File: src/include/dacpr_pkg.sv
package dacpr_pkg;

  // ****************************************
  // Timing
  // ****************************************
  localparam int CLK_PERIOD_NS = 20;
  localparam int MIN_LOW_CYCLES = 4;
  localparam int POP_SETTLE_NS = 10000;
  localparam int POP_SETTLE_CYCLES = (POP_SETTLE_NS + CLK_PERIOD_NS - 1) / CLK_PERIOD_NS;

  // ****************************************
  // Register map, byte addresses
  // ****************************************
  localparam logic [7:0] ADDR_CTRL_LEFT = 8'h00;
  localparam logic [7:0] ADDR_CTRL_RIGHT = 8'h04;
  localparam logic [7:0] ADDR_STATUS = 8'h08;
  localparam logic [7:0] ADDR_CONFIG = 8'h0c;
  localparam int MUTE_BIT = 6;
  localparam int ATTEN_W = 6;
  localparam logic CHAN_MUTE_RESET = 1'b0;
  localparam logic [ATTEN_W-1:0] CHAN_ATTEN_RESET = 6'h00;
  localparam logic [1:0] RESP_OKAY = 2'b00;
  localparam logic [1:0] RESP_SLVERR = 2'b10;

  // ****************************************
  // Types
  // ****************************************
  typedef enum logic [1:0] {
    ST_POWERDOWN = 2'b00,
    ST_WAKE = 2'b01,
    ST_RUN = 2'b10
  } dacpr_state_t;

  typedef struct packed {
    logic mute;
    logic [ATTEN_W-1:0] atten;
  } dacpr_chan_t;

  typedef struct packed {
    logic [1:0] input_format;
    logic word_width_18;
    logic deemphasis_enable;
  } dacpr_cfg_t;

  typedef struct packed {
    logic [7:0] awaddr;
    logic awvalid;
    logic [31:0] wdata;
    logic [3:0] wstrb;
    logic wvalid;
    logic bready;
    logic [7:0] araddr;
    logic arvalid;
    logic rready;
  } dacpr_axil_req_t;

  typedef struct packed {
    logic awready;
    logic wready;
    logic [1:0] bresp;
    logic bvalid;
    logic arready;
    logic [31:0] rdata;
    logic [1:0] rresp;
    logic rvalid;
  } dacpr_axil_rsp_t;

endpackage

File: src/rtl/dacpr_sync.sv
// Two-stage synchroniser for pins from outside the clock domain
module dacpr_sync #(
  parameter int W = 1
) (
  input wire logic aclk,
  input wire logic aresetn,
  input wire logic [W-1:0] d,
  output logic [W-1:0] q
);
  typedef struct packed {
    logic [W-1:0] s1;
    logic [W-1:0] s2;
  } dacpr_sync_st_t;

  dacpr_sync_st_t st;
  dacpr_sync_st_t next_st;

  // First stage feeds only the second
  always_comb begin
    next_st.s1 = d;
    next_st.s2 = st.s1;
  end

  always_ff @(posedge aclk) begin
    if (!aresetn) begin
      st <= '0;
    end else begin
      st <= next_st;
    end
  end

  assign q = st.s2;
endmodule

File: src/rtl/dacpr_top.sv
module dacpr_top #(
  parameter int SETTLE_CYCLES = dacpr_pkg::POP_SETTLE_CYCLES
) (
  input wire logic aclk,
  input wire logic aresetn,
  input wire dacpr_pkg::dacpr_axil_req_t axil_req,
  output dacpr_pkg::dacpr_axil_rsp_t axil_rsp,
  input wire logic powerdown_reset_n,
  input wire logic input_format_select0,
  input wire logic input_format_select1,
  input wire logic word_width_18,
  input wire logic deemphasis_enable,
  output logic engine_run,
  output logic engine_clear,
  output logic amp_short,
  output logic device_ready,
  output dacpr_pkg::dacpr_chan_t chan_left,
  output dacpr_pkg::dacpr_chan_t chan_right,
  output dacpr_pkg::dacpr_cfg_t cfg_out
);
  import dacpr_pkg::*;

  localparam int SW = $clog2(SETTLE_CYCLES + 1);
  localparam logic [SW-1:0] SETTLE_LOAD = SW'(SETTLE_CYCLES);
  localparam logic [2:0] LOW_LAST = 3'(MIN_LOW_CYCLES - 1);

  typedef struct packed {
    dacpr_state_t state;
    logic [2:0] low_cnt;
    logic [SW-1:0] settle_cnt;
    logic engine_run;
    logic engine_clear;
    logic amp_short;
    logic ready;
    dacpr_chan_t left;
    dacpr_chan_t right;
    dacpr_cfg_t cfg;
    logic aw_held;
    logic [7:0] awaddr;
    logic w_held;
    logic [31:0] wdata;
    logic [3:0] wstrb;
    logic bvalid;
    logic [1:0] bresp;
    logic rvalid;
    logic [31:0] rdata;
    logic [1:0] rresp;
  } dacpr_top_st_t;

  dacpr_top_st_t st;
  dacpr_top_st_t next_st;
  logic pd_s;
  dacpr_cfg_t cfg_s;

  // ****************************************
  // Pin synchronisers
  // ****************************************
  dacpr_sync #(.W(1)) u_sync_pd (
    .aclk(aclk),
    .aresetn(aresetn),
    .d(powerdown_reset_n),
    .q(pd_s)
  );

  dacpr_sync #(.W(4)) u_sync_cfg (
    .aclk(aclk),
    .aresetn(aresetn),
    .d({input_format_select1, input_format_select0, word_width_18, deemphasis_enable}),
    .q(cfg_s)
  );

  // ****************************************
  // Sequencer and register file
  // ****************************************
  always_comb begin
    logic do_write;
    logic [7:0] ra;
    do_write = 1'b0;
    ra = axil_req.araddr;
    next_st = st;
    next_st.cfg = cfg_s; // Live pins, no reset needed

    // Count consecutive low cycles of the synced pin
    if (pd_s) begin
      next_st.low_cnt = 3'h0;
    end else if (st.low_cnt != 3'h7) begin
      next_st.low_cnt = st.low_cnt + 3'h1;
    end

    unique case (st.state)
      ST_POWERDOWN: begin
        if (pd_s) begin
          next_st.state = ST_WAKE;
          next_st.settle_cnt = SETTLE_LOAD;
        end
      end
      ST_WAKE: begin
        // Engine runs with amps still shorted so the start-up step is absorbed
        if (st.settle_cnt == '0) begin
          next_st.state = ST_RUN;
        end else begin
          next_st.settle_cnt = st.settle_cnt - SW'(1);
        end
      end
      ST_RUN: ;
      // Unused code falls back to the safe, shorted state
      default: next_st.state = ST_POWERDOWN;
    endcase

    // A low of the minimum width forces power-down from any state
    if (!pd_s && st.low_cnt >= LOW_LAST) begin
      next_st.state = ST_POWERDOWN;
    end

    // Outputs follow the next state so they stay in step with it
    next_st.engine_run = next_st.state != ST_POWERDOWN;
    next_st.engine_clear = next_st.state == ST_POWERDOWN;
    next_st.amp_short = next_st.state != ST_RUN;
    next_st.ready = next_st.state == ST_RUN;

    // Write address and data are taken in either order
    if (axil_req.awvalid && !st.aw_held) begin
      next_st.aw_held = 1'b1;
      next_st.awaddr = axil_req.awaddr;
    end
    if (axil_req.wvalid && !st.w_held) begin
      next_st.w_held = 1'b1;
      next_st.wdata = axil_req.wdata;
      next_st.wstrb = axil_req.wstrb;
    end
    if (st.bvalid && axil_req.bready) begin
      next_st.bvalid = 1'b0;
    end
    if (st.aw_held && st.w_held && !st.bvalid) begin
      do_write = 1'b1;
      next_st.aw_held = 1'b0;
      next_st.w_held = 1'b0;
      next_st.bvalid = 1'b1;
      next_st.bresp = RESP_OKAY;
      unique case (st.awaddr)
        ADDR_CTRL_LEFT: ;
        ADDR_CTRL_RIGHT: ;
        ADDR_STATUS: ;
        ADDR_CONFIG: ;
        default: next_st.bresp = RESP_SLVERR;
      endcase
    end
    // Writes are dropped while powered down; defaults win
    if (do_write && st.wstrb[0] && next_st.state != ST_POWERDOWN) begin
      if (st.awaddr == ADDR_CTRL_LEFT) begin
        next_st.left = {st.wdata[MUTE_BIT], st.wdata[ATTEN_W-1:0]};
      end
      if (st.awaddr == ADDR_CTRL_RIGHT) begin
        next_st.right = {st.wdata[MUTE_BIT], st.wdata[ATTEN_W-1:0]};
      end
    end
    if (next_st.state == ST_POWERDOWN) begin
      next_st.left = {CHAN_MUTE_RESET, CHAN_ATTEN_RESET};
      next_st.right = {CHAN_MUTE_RESET, CHAN_ATTEN_RESET};
    end

    // Read channel
    if (st.rvalid && axil_req.rready) begin
      next_st.rvalid = 1'b0;
    end
    if (axil_req.arvalid && !st.rvalid) begin
      next_st.rvalid = 1'b1;
      next_st.rresp = RESP_OKAY;
      next_st.rdata = 32'h0;
      unique case (ra)
        ADDR_CTRL_LEFT: next_st.rdata = {25'h0, st.left};
        ADDR_CTRL_RIGHT: next_st.rdata = {25'h0, st.right};
        ADDR_STATUS: next_st.rdata = {27'h0, st.amp_short, st.ready, st.engine_run, st.state};
        ADDR_CONFIG: next_st.rdata = {28'h0, st.cfg};
        default: next_st.rresp = RESP_SLVERR;
      endcase
    end
  end

  // Bus reset starts powered down; the pin decides when to wake
  always_ff @(posedge aclk) begin
    if (!aresetn) begin
      st <= '0;
      st.state <= ST_POWERDOWN;
      st.engine_clear <= 1'b1;
      st.amp_short <= 1'b1;
    end else begin
      st <= next_st;
    end
  end

  // ****************************************
  // Outputs
  // ****************************************
  always_comb begin
    axil_rsp.awready = !st.aw_held;
    axil_rsp.wready = !st.w_held;
    axil_rsp.bvalid = st.bvalid;
    axil_rsp.bresp = st.bresp;
    axil_rsp.arready = !st.rvalid;
    axil_rsp.rvalid = st.rvalid;
    axil_rsp.rdata = st.rdata;
    axil_rsp.rresp = st.rresp;
  end

  assign engine_run = st.engine_run;
  assign engine_clear = st.engine_clear;
  assign amp_short = st.amp_short;
  assign device_ready = st.ready;
  assign chan_left = st.left;
  assign chan_right = st.right;
  assign cfg_out = st.cfg;

  // ****************************************
  // Assertions
  // ****************************************
  property p_pd_idle;
    @(posedge aclk) disable iff (!aresetn) (st.state == ST_POWERDOWN) |-> !engine_run && !device_ready;
  endproperty
  a_pd_idle: assert property (p_pd_idle) else $error("engine active in power-down");

  property p_wake_on_high;
    @(posedge aclk) disable iff (!aresetn) (st.state == ST_POWERDOWN && pd_s) |=> (st.state == ST_WAKE) && engine_run;
  endproperty
  a_wake_on_high: assert property (p_wake_on_high) else $error("no wake after pin high");

  property p_min_pulse;
    @(posedge aclk) disable iff (!aresetn) (!pd_s)[*4] |=> (st.state == ST_POWERDOWN) && engine_clear;
  endproperty
  a_min_pulse: assert property (p_min_pulse) else $error("four-cycle low not honoured");

  property p_clear_short;
    @(posedge aclk) disable iff (!aresetn) engine_clear |-> amp_short && !engine_run;
  endproperty
  a_clear_short: assert property (p_clear_short) else $error("datapath clear without amp short");

  property p_chan_default;
    @(posedge aclk) disable iff (!aresetn) $rose(engine_clear) |-> chan_left == 7'h00 && chan_right == 7'h00;
  endproperty
  a_chan_default: assert property (p_chan_default) else $error("channel defaults not loaded");

  property p_atten_zero;
    @(posedge aclk) disable iff (!aresetn) engine_clear |-> !chan_left.mute && !chan_right.mute
      && chan_left.atten == CHAN_ATTEN_RESET && chan_right.atten == CHAN_ATTEN_RESET;
  endproperty
  a_atten_zero: assert property (p_atten_zero) else $error("default not unmuted zero atten");

  property p_cfg_follow;
    @(posedge aclk) disable iff (!aresetn) ##1 cfg_out == $past(cfg_s);
  endproperty
  a_cfg_follow: assert property (p_cfg_follow) else $error("config pins not tracked");

  property p_unshort_late;
    @(posedge aclk) disable iff (!aresetn) $fell(amp_short) |-> $past(st.settle_cnt) == '0 && $past(engine_run);
  endproperty
  a_unshort_late: assert property (p_unshort_late) else $error("amps unshorted before settle");

  property p_count_first;
    @(posedge aclk) disable iff (!aresetn) $rose(engine_clear) |-> $past(st.low_cnt) >= LOW_LAST;
  endproperty
  a_count_first: assert property (p_count_first) else $error("power-down without low count");

  c_powerdown: cover property (@(posedge aclk) disable iff (!aresetn) $rose(engine_clear));
  c_ready: cover property (@(posedge aclk) disable iff (!aresetn) $rose(device_ready));
  c_write: cover property (@(posedge aclk) disable iff (!aresetn) st.bvalid && axil_req.bready);
  c_short_glitch: cover property (@(posedge aclk) disable iff (!aresetn) device_ready && !pd_s ##1 pd_s);
endmodule

File: config.mk
export PLATFORM = sky130hd
export DESIGN_NAME = dacpr_top
export DESIGN_NICKNAME = d
export VERILOG_FILES = /design/src/include/dacpr_pkg.sv /design/src/rtl/dacpr_sync.sv /design/src/rtl/dacpr_top.sv
export SDC_FILE = /design/constraint.sdc
export NUM_CORES = 1
export LEC_CHECK = 0
export BUFFER_PORTS_ARGS = -buffer_cell sky130_fd_sc_hd__buf_4
export CORE_UTILIZATION = 40
export DETAILED_ROUTE_END_ITERATION = 10
export GPL_TIMING_DRIVEN = 0
export PLACE_DENSITY = 0.78
export SLEW_MARGIN = 20
export SYNTH_ARGS = -nofsm -noshare
export SYNTH_HDL_FRONTEND = slang
export SYNTH_SLANG_ARGS = --single-unit
File: constraint.sdc
create_clock -name aclk -period 2.4 [get_ports aclk]
set_clock_uncertainty 0.15 [all_clocks]
set_input_delay 0.24 -clock aclk [delete_from_list [all_inputs] [get_ports aclk]]
set_output_delay 0.24 -clock aclk [all_outputs]
set_load 0.05 [all_outputs]
==> results <==
- The initial antenna violation count is 0.
- The floorplan step defined a die boundary enclosing 0.00917 sq mm.
- The total DRC errors in the routed layout is 0.
- Clock latency on the worst-skew pair, taken at its later pin, is 0.34 ns.
- The initial core utilization is 0.422.
- Counting every sink on the clock net gives 75.
- The logic depth of the worst register-to-register path is 7.
- The maximum fanout along the worst path is 10.
- Counting both buffers and inverters, the worst setup path holds a total of 1.
- The first-pass GRT wire length is 12.4 mm.
- In this run, synthesis produced a sequential element count of 75.
- The critical path goes through ha_1 -> ha_1 -> a211oi_1 -> or2_2 -> nand4_1 -> buf_2 -> a21oi_1.
- The cell type of the slowest stage on the worst timing path is dfxtp_1.
- The number of core rows is 33.
- The endpoint with the worst hold slack is axil_rsp[0].
- For this design the top-level I/O count stands at 127.
- The number of failing setup endpoints in the final timing report is 0.
- The average cell area after synthesis is 9.33 sq um.
- Summing all multi-input logic gate instances after layout gives around 0.0016 sq mm.
- The number of buffers on the longest clock path is 2.
- The number of cells on the critical path is 7.
- STA classifies the critical path endpoint as a flip-flop.
- The async set-reset flop share out of synthesis is 0.
- The total power density per cell area is slightly above 600 mW/mm^2.
- The actual slew at the worst max-slew pin is 0.683 ns.
- The family with the most delay on the worst path is compound AO/OA/AOI/OAI gates.
- The number of cells produced by synthesis is 377.
- The count of yosys warnings during synthesis is 0.
- The most used flip-flop cell after synthesis is dfxtp_1.
- In the post-synthesis netlist, the biggest area contributors are dfxtp_1 43%, buf_4 12%, mux2i_1 6.8%.
- The H-tree depth reported by CTS is 3.
- The routed wire length is 7.76 mm.
- After legalization and detailed placement, the total HPWL measured 5.80 mm.
- For this run, the detailed router's first-pass iteration total came to 4.
- The worst hold path startpoint is axil_req[0].
- Setup slack on the worst reg-to-reg path comes out at 0.22 ns.
- The number of stages on the worst hold path is 3.
- At the worst endpoint, the arrival time is 2.30 ns.
- The total via count in the routed design is 2,993.
- The repair_antennas step left the layout with diodes totalling 0.
- The number of global-route vias before repair was 2,751.
- The origin of the worst setup path is st[115].
- The most used cell along the critical path is ha_1.
- For this block, the initial DRC count from the detailed router was 174.
- The critical path's largest stage delay is 0.34 ns.
- The die span in x is 95.8 um.
- The count of flip-flops with a built-in enable after synthesis is 0.
- The final layout contains about 570 nets.
- The utilization after layout is 0.559.
- The core area is 0.00834 sq mm.
- At the end of routability-driven placement, the weighted congestion stood at 0.815.
- The most common library cell in the layout ignoring fill and taps is buf_4.
- In the layout the commonest cells are 126 x buf_4, 75 x dfxtp_1, 37 x nor2_1, 27 x conb_1, 25 x a21oi_1.
- The worst supply voltage drop on vdd is between 200 and 300 uV.
- Setup repair after global routing left no endpoint under its margin.
- Entering global routing, the biggest net connects 13 pins.
- The number of pins exceeding their max-slew limit in the final report is 0.
- The area of all sequential standard cells is roughly 0.0015 sq mm.
- The signed area change from the synthesized netlist to the final layout is 32.7%.
- The share of the cycle needed by the critical path after routing is 0.907.
- The worst register-to-register path ends at chan_left[1].
- The setup total negative slack is 0 ns.
- The worst hold-check slack is around 0.026 ns.
- The final routed wire length divided by cell count is 12.6 um.
- The clock tree root buffer cell is clkbuf_8.
- Timing would allow up to approximately 460 MHz.
- The path class of the tightest hold or removal check is primary input to flip-flop.
- In this run the remaining antenna-violating nets after routing total 0.
- The headroom to the max-slew limit is 0.545.
- OpenSTA, run right after detailed placement, puts the worst setup slack at about 0.22 ns.
- The data required time at the worst endpoint is 2.52 ns.
- The worst setup path category is flip-flop to flip-flop.
- After layout, the worst setup slack is around 0.22 ns.
- The count of different cell masters after synthesis is 49.
- After clock tree synthesis, the clock-pin slew on the worst setup and hold paths is 0.07 ns.
- STA classifies the critical path startpoint as a flip-flop.
- The all-layer global routing usage is 0.178.
- Summed over all instances, the cell type with the most area after synthesis is dfxtp_1.
- The reg-to-reg startpoint is st[115].
- The number of CTS-inserted buffers is 9.
- The reported max-cap violation count is 0.
- Subtracting the final worst setup slack from the clock period gives 2.18 ns.
- The share of the synthesized area in the top cell type is 0.427.
- TritonCTS built the clock tree.
- The via-per-instance ratio is 4.87.
- The hold violation count in the final report came to 0.
- The fraction of the yosys area taken by sequential cells is 0.427.
- During placement, the flow inserted port buffers numbering 69.
- The flow ran to the end, and the final reports show no timing, DRC or antenna violations.
- In this run the vertical extent of the chip is 95.8 um.
- The fill cell instance count of the final layout is 750.
- The post-synthesis instance area is 0.00352 sq mm.
- After global routing the overflow that remains totals 0.
- The fraction of layout instances using a drive strength above 1 is 0.305.
- The static leakage is 2.09 nW.
-- how the worst max path moves through the flow --
stage,to,slack [ns]
after global routing,chan_left[1],0.06
after CTS,chan_left[1],0.21
final,chan_left[1],0.22
after floorplan,chan_right[5],0.56
after global placement,chan_left[1],0.35
after detailed placement,chan_left[6],0.22
-- area by class of cell --
type,count,area share
clock buffers,10,0.0274
inverters,9,0.00724
repair buffers,91,0.158
flip-flops and latches,75,0.322
clock inverters,5,0.0118
well taps,105,0.0282
multi-input cells,244,0.337
plain buffers,75,0.109
-- through the flow --
step                total power [mW]  instance area, sq um  instances
global placement                1.90                  4260        577
global route                    2.97                  4670        614
finish                          2.83                  4670        614
detailed placement              1.92                  4260        577
CTS                             2.85                  4670        614
floorplan                       1.79                  3610        403
-- synth_stat cells, types with 2 or more instances --
cell	number
a211oi_1	4
a21oi_1	25
a22oi_1	5
a31oi_1	3
and2_1	14
and3_1	2
and3b_1	3
buf_2	3
buf_4	57
clkbuf_1	13
dfxtp_1	75
ha_1	5
inv_1	9
mux2i_1	24
mux4_2	4
nand2_1	12
nand2b_1	5
nand3_1	5
nand3b_1	2
nand4_1	11
nand4b_1	7
nor2_1	37
nor2b_1	5
o21ai_0	17
o41ai_1	2
or3_1	2
or4_1	4
-- logic make-up (layout without fill, tap and decap cells) --
logic type / count (synthesis) / count (layout) / share of synthesized area
AOI/OAI and AO/OA: 63 / 63 / 0.107
xor gates and xnor gates: 2 / 2 / 0.00498
adders and majority gates: 5 / 5 / 0.0178
buffers and inverters: 84 / 190 / 0.154
DFF: 75 / 75 / 0.427
muxes: 28 / 28 / 0.0940
other: 1 / 27 / 0.00107
and+or+nand+nor: 119 / 119 / 0.194
-- timing repair --
action / in CTS / in global routing
resized for setup: 0 / 0
hold buffers: 22 / 0
hold endpoints to repair: 22 / 0
setup buffers: 0 / 0
-- sequential cells by signal, indices dropped and copies added, names as in the netlist --
register	flops
amp_short	1
axil_rsp	11
cfg_out	4
chan_left	7
chan_right	7
device_ready	1
engine_clear	1
engine_run	1
st	32
u_sync_cfg.next_st	4
u_sync_cfg.q	4
u_sync_pd.next_st	1
u_sync_pd.q	1
-- report_power, final --
group	switching, mW	internal [mW]	leakage (nW)
Clock	0.437	0.471	0.0881
Combinational	0.327	0.233	1.39
Sequential	0.0550	1.31	0.613
-- layer usage --
metal / wire, um / vias up / track usage
li1: - / 1489 / -
met1: 3240 / 1386 / 0.214
met2: 3790 / 109 / 0.302
met3: 610 / 9 / 0.0403
met4: 119 / 0 / 0.0808
met5: 0 / - / 0
-- worst register-to-register path, stage by stage, from the launching register on --
cell,delay [ns]
dfxtp_1,0.34
ha_1,0.23
ha_1,0.18
a211oi_1,0.34
or2_2,0.22
nand4_1,0.25
buf_2,0.28
a21oi_1,0.13
No activity file was read; power rests on OpenSTA's default activity.
